==> src/include/oamie_pkg.sv <==
// Constants, types and register layout of the OAM PDU inject and extract block
// How it works
// - Tx PDU outside the active endpoint injection point goes through level filtering
// - Levels below the endpoint are discarded, above are passed as data
// - MPLS-TP endpoint processes every injected Tx PDU unless level independent
// - Endpoint takes the opcode from the PDU itself, not the injector
// - Only processed OAM PDUs are extracted, on errors or Rx PDU type
// - Each extraction criterion extracts once only or every match
// - Extraction goes only to an internal CPU queue
// - Tx extracts only on errors and unmodified; Rx extracts modified
// - MAC addresses are swapped only for looped message to response PDUs
// - Ingress extracts show analyzer changes, egress extracts rewriter changes
// - Down endpoint always extracts at the ingress point
// - Up endpoint extracts looped at ingress, non-looped at egress
// - LMM, DMM, LBM, SLM get response opcode at egress modification
// - Up looped extract is a copy of the outgoing response
// - Loss counting only for Ethernet endpoints, never MPLS
// - One loss flavor per endpoint, frame or synthetic, sharing counters
// - Level independent lookup processes every OAM PDU as data
package oamie_pkg;

	localparam int OAMIE_AW = 4;
	localparam int OAMIE_DW = 32;
	localparam int OAMIE_OPW = 8;
	localparam int OAMIE_QW = 3;
	localparam int OAMIE_LVW = 3;

	localparam logic [OAMIE_AW-1:0] OAMIE_ADDR_CFG    = 4'h0;
	localparam logic [OAMIE_AW-1:0] OAMIE_ADDR_EXTR   = 4'h4;
	localparam logic [OAMIE_AW-1:0] OAMIE_ADDR_STATUS = 4'h8;
	localparam logic [OAMIE_AW-1:0] OAMIE_ADDR_LMCNT  = 4'hc;

	localparam int OAMIE_CFG_W = 9;
	localparam int OAMIE_CFG_ENA = 0;
	localparam int OAMIE_CFG_MPLS = 1;
	localparam int OAMIE_CFG_UP = 2;
	localparam int OAMIE_CFG_OUTER = 3;
	localparam int OAMIE_CFG_LVL_LO = 4;
	localparam int OAMIE_CFG_LVL_HI = 6;
	localparam int OAMIE_CFG_INDEP = 7;
	localparam int OAMIE_CFG_SYNTHETIC_LOSS_MEAS = 8;
	localparam logic [OAMIE_CFG_W-1:0] OAMIE_CFG_RST = 9'h000;

	localparam int OAMIE_EXTR_W = 9;
	localparam int OAMIE_EXTR_Q_LO = 0;
	localparam int OAMIE_EXTR_Q_HI = 2;
	localparam int OAMIE_EXTR_ERR_EN = 3;
	localparam int OAMIE_EXTR_ERR_ONCE = 4;
	localparam int OAMIE_EXTR_TYPE_LO = 5;
	localparam int OAMIE_EXTR_TYPE_HI = 7;
	localparam int OAMIE_EXTR_TYPE_ONCE = 8;
	localparam logic [OAMIE_EXTR_W-1:0] OAMIE_EXTR_RST = 9'h000;

	localparam int OAMIE_ST_W = 2;
	localparam int OAMIE_ST_ERR = 0;
	localparam int OAMIE_ST_TYPE = 1;

	localparam int OAMIE_NMSG = 4;
	localparam logic [OAMIE_OPW-1:0] OAMIE_MSG_OP [OAMIE_NMSG] = '{8'h2b, 8'h2f, 8'h03, 8'h37};
	localparam logic [OAMIE_OPW-1:0] OAMIE_RSP_OP [OAMIE_NMSG] = '{8'h2a, 8'h2e, 8'h02, 8'h36};
	localparam int OAMIE_SLM_IDX = 3;
	localparam logic [OAMIE_OPW-1:0] OAMIE_OP_1SL = 8'h35;

	typedef enum logic [1:0] {
		ACT_NONE              = 2'b00,
		plain_inject_cmd      = 2'b01,
		masquerade_inject_cmd = 2'b10
	} oamie_act_e;

	typedef enum logic [1:0] {
		inner_rewriter_point = 2'b00,
		outer_rewriter_point = 2'b01,
		outer_analyzer_point = 2'b10,
		inner_analyzer_point = 2'b11
	} oamie_point_e;

	typedef enum logic [1:0] {
		TYPE_NONE              = 2'b00,
		type_y1731_pdu         = 2'b01,
		type_mplstp_pdu        = 2'b10,
		type_sequence_numbered = 2'b11
	} oamie_pdu_e;

	typedef enum logic [1:0] {
		VERDICT_DATA    = 2'b00,
		VERDICT_DISCARD = 2'b01,
		VERDICT_PROCESS = 2'b10
	} oamie_verdict_e;

	localparam logic EXTR_INGRESS = 1'b0;
	localparam logic EXTR_EGRESS  = 1'b1;

	typedef struct packed {
		logic [OAMIE_CFG_W-1:0]  cfg;
		logic [OAMIE_EXTR_W-1:0] extr;
		logic [OAMIE_ST_W-1:0]   done;
		logic [OAMIE_DW-1:0]     lm;
		logic [OAMIE_DW-1:0]     rdata;
		logic                    ov;
		logic [1:0]              verdict;
		logic                    ext;
		logic                    ept;
		logic [OAMIE_QW-1:0]     q;
		logic [OAMIE_OPW-1:0]    op;
		logic [OAMIE_OPW-1:0]    eop;
		logic                    swap;
		logic                    emod;
		logic                    eresp;
		logic                    lmc;
	} oamie_state_s;

endpackage

==> src/hw/oamie_top.sv <==
// OAM endpoint injection check, level filter and CPU extraction decision
//
// Chosen here: strobed register access and the register offsets.
`timescale 1ns/10ps
`default_nettype none
module oamie_top
	import oamie_pkg::*;
(
	input  wire logic                  CLK,
	input  wire logic                  RST,
	input  wire logic [OAMIE_AW-1:0]   ADDR,
	input  wire logic [OAMIE_DW-1:0]   WR_DATA,
	input  wire logic                  WR,
	input  wire logic                  RD,
	output logic      [OAMIE_DW-1:0]   RD_DATA,
	input  wire logic                  IN_VALID,
	input  wire logic                  IN_RX,
	input  wire logic [1:0]            IN_ACT,
	input  wire logic [1:0]            IN_POINT,
	input  wire logic [1:0]            IN_PDU_TYPE,
	input  wire logic [OAMIE_LVW-1:0]  IN_LEVEL,
	input  wire logic [OAMIE_OPW-1:0]  IN_OPCODE,
	input  wire logic                  IN_LOOPED,
	input  wire logic                  IN_ERROR,
	output logic                       OUT_VALID,
	output logic      [1:0]            OUT_VERDICT,
	output logic      [OAMIE_OPW-1:0]  OUT_OPCODE,
	output logic                       OUT_MAC_SWAP,
	output logic                       OUT_EXTRACT,
	output logic                       OUT_EXTR_POINT,
	output logic      [OAMIE_QW-1:0]   OUT_QUEUE,
	output logic      [OAMIE_OPW-1:0]  OUT_EXTR_OPCODE,
	output logic                       OUT_EXTR_MODIFIED,
	output logic                       OUT_EXTR_RESPONSE,
	output logic                       OUT_LM_COUNT
);

	oamie_state_s cur;
	oamie_state_s nxt;

	logic                 is_msg;
	logic [OAMIE_OPW-1:0] rsp_op;
	logic                 is_synthetic_loss_meas;

	oamie_opmap u_opmap (
		.op       (IN_OPCODE),
		.is_msg   (is_msg),
		.rsp_op   (rsp_op),
		.is_synthetic_loss_meas (is_synthetic_loss_meas)
	);

	logic                 ena;
	logic                 mpls;
	logic                 up;
	logic                 outer;
	logic [OAMIE_LVW-1:0] lvl;
	logic                 indep;
	logic                 synthetic_loss_meas;
	logic                 oam;
	logic                 inj_ok;
	logic [1:0]           exp_point;
	logic [1:0]           exp_act;
	logic [1:0]           verdict;
	logic                 proc;
	logic                 loopmsg;
	logic                 err_hit;
	logic                 type_hit;
	logic                 err_take;
	logic                 type_take;
	logic [2:0]           tmask;
	logic [OAMIE_ST_W-1:0] clr;
	logic [OAMIE_ST_W-1:0] set;
	logic                 lm_inc;

	always_comb begin
		nxt = cur;
		ena = cur.cfg[OAMIE_CFG_ENA];
		mpls = cur.cfg[OAMIE_CFG_MPLS];
		up = cur.cfg[OAMIE_CFG_UP];
		outer = cur.cfg[OAMIE_CFG_OUTER];
		lvl = cur.cfg[OAMIE_CFG_LVL_HI:OAMIE_CFG_LVL_LO];
		indep = cur.cfg[OAMIE_CFG_INDEP];
		synthetic_loss_meas = cur.cfg[OAMIE_CFG_SYNTHETIC_LOSS_MEAS];
		tmask = cur.extr[OAMIE_EXTR_TYPE_HI:OAMIE_EXTR_TYPE_LO];
		clr = '0;
		set = '0;

		// Expected injection command and point of this endpoint
		if (up) begin
			exp_act = masquerade_inject_cmd;
			exp_point = outer ? outer_analyzer_point : inner_analyzer_point;
		end else begin
			exp_act = plain_inject_cmd;
			exp_point = outer ? outer_rewriter_point : inner_rewriter_point;
		end
		inj_ok = (IN_ACT == exp_act) && (IN_POINT == exp_point);

		// Level independent lookups see every PDU as data
		oam = ena && (IN_PDU_TYPE != TYPE_NONE) && !indep;

		verdict = VERDICT_DATA;
		if (oam) begin
			if (mpls) begin
				if (IN_RX || inj_ok) begin
					verdict = VERDICT_PROCESS;
				end
			end else if (IN_LEVEL < lvl) begin
				verdict = VERDICT_DISCARD;
			end else if (IN_LEVEL > lvl) begin
				verdict = VERDICT_DATA;
			end else if (IN_RX || inj_ok) begin
				verdict = VERDICT_PROCESS;
			end else begin
				verdict = VERDICT_DATA;
			end
		end
		proc = (verdict == VERDICT_PROCESS);
		loopmsg = proc && IN_LOOPED && is_msg;

		// Extraction criteria, processed PDUs only
		err_hit = proc && IN_ERROR && cur.extr[OAMIE_EXTR_ERR_EN];
		type_hit = 1'b0;
		if (proc && IN_RX) begin
			unique case (IN_PDU_TYPE)
				type_y1731_pdu:         type_hit = tmask[0];
				type_mplstp_pdu:        type_hit = tmask[1];
				type_sequence_numbered: type_hit = tmask[2];
				TYPE_NONE:              type_hit = 1'b0;
			endcase
		end
		err_take = IN_VALID && err_hit
			&& !(cur.extr[OAMIE_EXTR_ERR_ONCE] && cur.done[OAMIE_ST_ERR]);
		type_take = IN_VALID && type_hit
			&& !(cur.extr[OAMIE_EXTR_TYPE_ONCE] && cur.done[OAMIE_ST_TYPE]);
		set[OAMIE_ST_ERR] = err_take && cur.extr[OAMIE_EXTR_ERR_ONCE];
		set[OAMIE_ST_TYPE] = type_take && cur.extr[OAMIE_EXTR_TYPE_ONCE];

		// Loss counting: Ethernet only, one flavor
		lm_inc = 1'b0;
		if (IN_VALID && ena && !mpls) begin
			if (synthetic_loss_meas) begin
				lm_inc = proc && is_synthetic_loss_meas;
			end else begin
				lm_inc = (verdict != VERDICT_DISCARD);
			end
		end

		// Decision output stage
		nxt.ov = IN_VALID;
		nxt.verdict = verdict;
		nxt.ext = err_take || type_take;
		nxt.q = cur.extr[OAMIE_EXTR_Q_HI:OAMIE_EXTR_Q_LO];
		nxt.op = loopmsg ? rsp_op : IN_OPCODE;
		nxt.swap = loopmsg;
		nxt.lmc = lm_inc;
		if (up && !IN_LOOPED) begin
			nxt.ept = EXTR_EGRESS;
		end else begin
			nxt.ept = EXTR_INGRESS;
		end
		nxt.eop = (up && loopmsg) ? rsp_op : IN_OPCODE;
		nxt.eresp = up && IN_LOOPED && proc;
		nxt.emod = IN_RX && !(err_take && !type_take && !IN_RX);

		// Register writes
		if (WR) begin
			unique case (ADDR)
				OAMIE_ADDR_CFG:    nxt.cfg = WR_DATA[OAMIE_CFG_W-1:0];
				OAMIE_ADDR_EXTR:   nxt.extr = WR_DATA[OAMIE_EXTR_W-1:0];
				OAMIE_ADDR_STATUS: clr = WR_DATA[OAMIE_ST_W-1:0];
				OAMIE_ADDR_LMCNT:  nxt.lm = '0;
				default:           nxt.cfg = cur.cfg;
			endcase
		end
		nxt.done = (cur.done & ~clr) | set;
		if (lm_inc) begin
			nxt.lm = (WR && ADDR == OAMIE_ADDR_LMCNT) ? 32'h00000001 : cur.lm + 32'h00000001;
		end

		// Read data for one cycle only
		nxt.rdata = '0;
		if (RD) begin
			unique case (ADDR)
				OAMIE_ADDR_CFG:    nxt.rdata = {{(OAMIE_DW-OAMIE_CFG_W){1'b0}}, cur.cfg};
				OAMIE_ADDR_EXTR:   nxt.rdata = {{(OAMIE_DW-OAMIE_EXTR_W){1'b0}}, cur.extr};
				OAMIE_ADDR_STATUS: nxt.rdata = {{(OAMIE_DW-OAMIE_ST_W){1'b0}}, cur.done};
				OAMIE_ADDR_LMCNT:  nxt.rdata = cur.lm;
				default:           nxt.rdata = '0;
			endcase
		end
	end

	always_ff @(posedge CLK or posedge RST) begin
		if (RST) begin
			cur <= '0;
			cur.cfg <= OAMIE_CFG_RST;
			cur.extr <= OAMIE_EXTR_RST;
		end else begin
			cur <= nxt;
		end
	end

	assign RD_DATA = cur.rdata;
	assign OUT_VALID = cur.ov;
	assign OUT_VERDICT = cur.verdict;
	assign OUT_OPCODE = cur.op;
	assign OUT_MAC_SWAP = cur.swap;
	assign OUT_EXTRACT = cur.ext;
	assign OUT_EXTR_POINT = cur.ept;
	assign OUT_QUEUE = cur.q;
	assign OUT_EXTR_OPCODE = cur.eop;
	assign OUT_EXTR_MODIFIED = cur.emod;
	assign OUT_EXTR_RESPONSE = cur.eresp;
	assign OUT_LM_COUNT = cur.lmc;

endmodule
`default_nettype wire

==> src/hw/oamie_opmap.sv <==
// Message to response opcode map for looped PDUs
`timescale 1ns/10ps
`default_nettype none
module oamie_opmap
	import oamie_pkg::*;
(
	input  wire logic [OAMIE_OPW-1:0] op,
	output logic                      is_msg,
	output logic [OAMIE_OPW-1:0]      rsp_op,
	output logic                      is_synthetic_loss_meas
);

	logic [OAMIE_NMSG-1:0] hit;
	logic [OAMIE_OPW-1:0]  part [OAMIE_NMSG];

	genvar i;
	generate
		for (i = 0; i < OAMIE_NMSG; i++) begin : g_ent
			assign hit[i] = (op == OAMIE_MSG_OP[i]);
			assign part[i] = hit[i] ? OAMIE_RSP_OP[i] : '0;
		end
	endgenerate

	always_comb begin
		rsp_op = op;
		for (int k = 0; k < OAMIE_NMSG; k++) begin
			if (hit[k]) begin
				rsp_op = part[k];
			end
		end
	end

	assign is_msg = |hit;
	assign is_synthetic_loss_meas = hit[OAMIE_SLM_IDX] || (op == OAMIE_RSP_OP[OAMIE_SLM_IDX])
		|| (op == OAMIE_OP_1SL);

endmodule
`default_nettype wire

==> config.mk <==
export PLATFORM = sky130hd
export DESIGN_NAME = oamie_top
export DESIGN_NICKNAME = d
export VERILOG_FILES = /design/src/include/oamie_pkg.sv /design/src/hw/oamie_top.sv /design/src/hw/oamie_opmap.sv
export SDC_FILE = /design/constraint.sdc
export NUM_CORES = 1
export LEC_CHECK = 0
export BUFFER_PORTS_ARGS = -buffer_cell sky130_fd_sc_hd__buf_2
export CORE_UTILIZATION = 58
export CTS_CLUSTER_SIZE = 40
export DETAILED_ROUTE_END_ITERATION = 12
export PLACE_DENSITY = 0.88
export SETUP_SLACK_MARGIN = 0.15
export SYNTH_ARGS = -nofsm -noshare
export SYNTH_HDL_FRONTEND = slang
export SYNTH_SLANG_ARGS = --single-unit
==> constraint.sdc <==
create_clock -name CLK -period 10.5 [get_ports CLK]
set_input_delay 2.1 -clock CLK [delete_from_list [all_inputs] [get_ports CLK]]
set_output_delay 2.1 -clock CLK [all_outputs]
set_load 0.02 [all_outputs]
==> summary.md <==
| Metric | Value |
|---|---|
| Clock tree from TritonCTS | `done` |
| DR pass1 iterations | `6` |
| R2R Path Start | `cur[105]` |
| Worst slew pin tran | `1.12 ns` |
| Hold depth | `0` |
| Post-Synthesis Cell Area | `~5300 um2` |
| First-pass GRT wire length | `17,400 um` |
| Final period util | `38.6%` |
| Total Routing Usage GR | `a little under a quarter` |
| DP HPWL | `7100 um` |
| Num ports | `121` |
| Vias | `roughly 3,500` |
| H-Tree Depth | `3` |
| Crit path max fanout | `22` |
| CTS Buf Count | `9` |
| CP max-delay cell | `a211oi_1` |
| Worst EP required | `about 11 ns` |
| CP Launch Point | `IN_ACT[1]` |
| Max Cap Violations | `0` |
| FF/Latch Area | `2800 um2` |
| Initial antenna violation count | `0` |
| Setup-failing EPs final | `0` |
| Number of routed nets with antenna violations | `0` |
| Clock slew at reported path FFs | `0.12 ns` |
| Final TNS setup | `0 ns` |
| FF-to-FF path depth | `7` |
| WL final | `9960 um` |
| Synth-to-Final Area Change | `6.60%` |
| FF-to-FF setup slack | `a little under 8 ns` |
| Fill cells | `between 600 and 700` |
| Post_cts resized | `0` |
| Min Tclk post-route | `4.06 ns` |
| Hold Path Class | `flop to flop` |
| Asr flop ratio synth | `100%` |
| CP arrival | `4.36 ns` |
| Slew headroom | `25.7%` |
| CP cell instances | `buf_2 -> or4b_1 -> mux2i_1 -> o2111ai_2 -> buf_4 -> a211oi_1 -> nand3_1 -> a21oi_1` |
| Fin. Hold Viols | `0` |
| Placer Congestion | `0.882` |
| Leak | `2.78 nW` |
| Synth cell types | `48` |
| Pwr per Cell Area | `156 nW/um2` |
| Clk buf depth | `2` |
| Core Region | `8760 um2` |
| Most frequent cells in the layout | `dfrtp_1, buf_2, nor2_1, nand2_1, and2_1` |
| Delay-heaviest family, CP | `compound AO/OA/AOI/OAI gates` |
| Final core occ | `64.3%` |
| Synthesized flop and latch total | `between 100 and 150` |
| Clock Latency Late Sink | `0.38 ns` |
| Gr ovfl total | `0` |
| Vias in the first global route | `between 3,000 and 4,000` |
| I/O Buffers | `97` |
| Max IR drop VDD | `0.000108 V` |
| Fmax | `0.246 GHz` |
| Multi-input logic area | `slightly below 2000 um2` |
| Post-CTS setup buffers | `0` |
| Routed len/inst | `15.9 um` |
| Commonest non-fill, non-tap cell in the layout | `dfrtp_1` |
| TritonCTS Sinks | `112` |
| Post-Syn Instances | `486` |
| Stages on worst setup path | `8` |
| Die width | `97.5 um` |
| Ant diodes | `0` |
| Max Clock Skew | `0.0167 ns` |
| Yosys warns | `0` |
| Largest net degree at the start of global routing | `93` |
| Syn_area_per_cell | `roughly 11 um2` |
| Nets@finish | `580` |
| Die height | `97.5 um` |
| CP peak stage delay | `around 0.65 ns` |
| Slew Limit Fails | `0` |
| Drt via density | `5.52` |
| Setup crit end kind | `flop` |
| Crit Path Class | `primary input to flop` |
| Hold buffer count at CTS | `0` |
| Primary FF master, synth | `dfrtp_1` |
| First-iteration detailed-routing DRC count | `282` |
| Worst setup SP type | `primary input` |
| CP bufs+invs | `2` |
| Syn_nets | `551` |
| Remaining DRCs | `0` |
| DIE AREA | `9500 um2` |
| Hold_sp | `cur[96]` |
| Row cnt | `34` |
| Root Buffer | `clkbuf_8` |
| Number of enable flip-flop cells after synthesis | `0` |
| Unrepaired setup endpoints after global routing | `false` |
| Layout cell share with drive strength beyond 1 | `29.2%` |
| Sequential share of the synthesized area | `53.0%` |
| Initial Util | `60.3%` |
| Status | `finished, final reports clean` |
## area by class of cell
cell class / count / area share (%)
clock buffer: 9 / 2.20
sequential: 112 / 49.7
inverter: 10 / 0.710
timing repair buffer: 102 / 9.28
tap: 108 / 2.40
clock inverter: 7 / 1.49
multi-input combinational: 280 / 34.2
## metrics by stage
step | instance area [um2] | power, W | hold WS [ns] | std cells | worst slack (ns)
floorplan | 5290 | 0.000594 | 0.364 | 486 | 5.44
CTS | 5640 | 0.000883 | 0.419 | 628 | 6.48
finish | 5640 | 0.000877 | 0.417 | 628 | 6.44
global route | 5640 | 0.000916 | 0.412 | 628 | 6.30
detailed placement | 5430 | 0.000630 | 0.389 | 612 | 6.08
global placement | 5430 | 0.000622 | 0.386 | 612 | 6.18
## state kept, by name (all words and copies together), names as in the netlist, 2 cells and up
| name | count |
|---|---|
| OUT_EXTR_OPCODE | 8 |
| OUT_QUEUE | 3 |
| OUT_VERDICT | 2 |
| cur | 52 |
| OUT_OPCODE | 8 |
| RD_DATA | 32 |
## cell families (layout without fill, tap and decap cells)
group | Yosys count | after routing | share of synthesized area, %
xor+xnor | 21 | 21 | 3.48
simple gates | 164 | 164 | 15.5
buf+inv | 94 | 128 | 10.6
mux | 31 | 31 | 6.74
fa+ha+maj | 4 | 4 | 0.947
flops | 112 | 112 | 53.0
compound gates | 60 | 60 | 9.77
## power by group
| part | internal [W] | switching (W) | total (W) | leakage, nW |
|---|---|---|---|---|
| logic | 0.0000534 | 0.0000796 | 0.000133 | 1.20 |
| registers | 0.000463 | 0.0000259 | 0.000489 | 1.48 |
| clock network | 0.0000958 | 0.000159 | 0.000255 | 0.104 |
## cells in the mapped netlist (all sizes together), types with 2 or more instances
| cell | instances | area (um2) |
|---|---|---|
| dfrtp | 112 | 2800 |
| mux2 | 17 | 191 |
| nor4 | 2 | 12.5 |
| nand2 | 37 | 139 |
| mux2i | 12 | 120 |
| o21ai | 5 | 25.0 |
| nor2b | 2 | 12.5 |
| a21o | 3 | 22.5 |
| buf | 57 | 422 |
| clkbuf | 27 | 101 |
| a31oi | 5 | 31.3 |
| and4 | 4 | 35.0 |
| nand3b | 2 | 15.0 |
| mux4 | 2 | 45.0 |
| nor2 | 46 | 173 |
| nor3 | 5 | 25.0 |
| ha | 4 | 50.1 |
| nand2b | 4 | 25.0 |
| nor3b | 2 | 15.0 |
| a41o | 2 | 20.0 |
| and3 | 13 | 81.3 |
| nand4 | 2 | 12.5 |
| and2 | 22 | 138 |
| inv | 10 | 37.5 |
| nand3 | 17 | 85.1 |
| a2111oi | 5 | 138 |
| a211oi | 12 | 100 |
| nand4b | 2 | 17.5 |
| xnor2 | 20 | 175 |
| a21oi | 20 | 104 |
## per-layer routing
| metal | GRT usage (%) | vias up | wire (um) |
|---|---|---|---|
| met3 | 4.39 | 12 | 580 |
| li1 | - | 1644 | - |
| met1 | 31.3 | 1688 | 4350 |
| met4 | 7.58 | 0 | 122 |
| met5 | 0 | - | 0 |
| met2 | 36.7 | 120 | 4910 |
## path summary, 6_finish.rpt
path	end
worst max-delay path	cur[90]
worst min-delay path	OUT_QUEUE[2]
worst max register to register	cur[90]
worst min register to register	OUT_QUEUE[2]
max in group asynchronous	cur[81]
min in group asynchronous	OUT_EXTR_OPCODE[3]
Note: power is estimated with default switching activity, not from simulation.
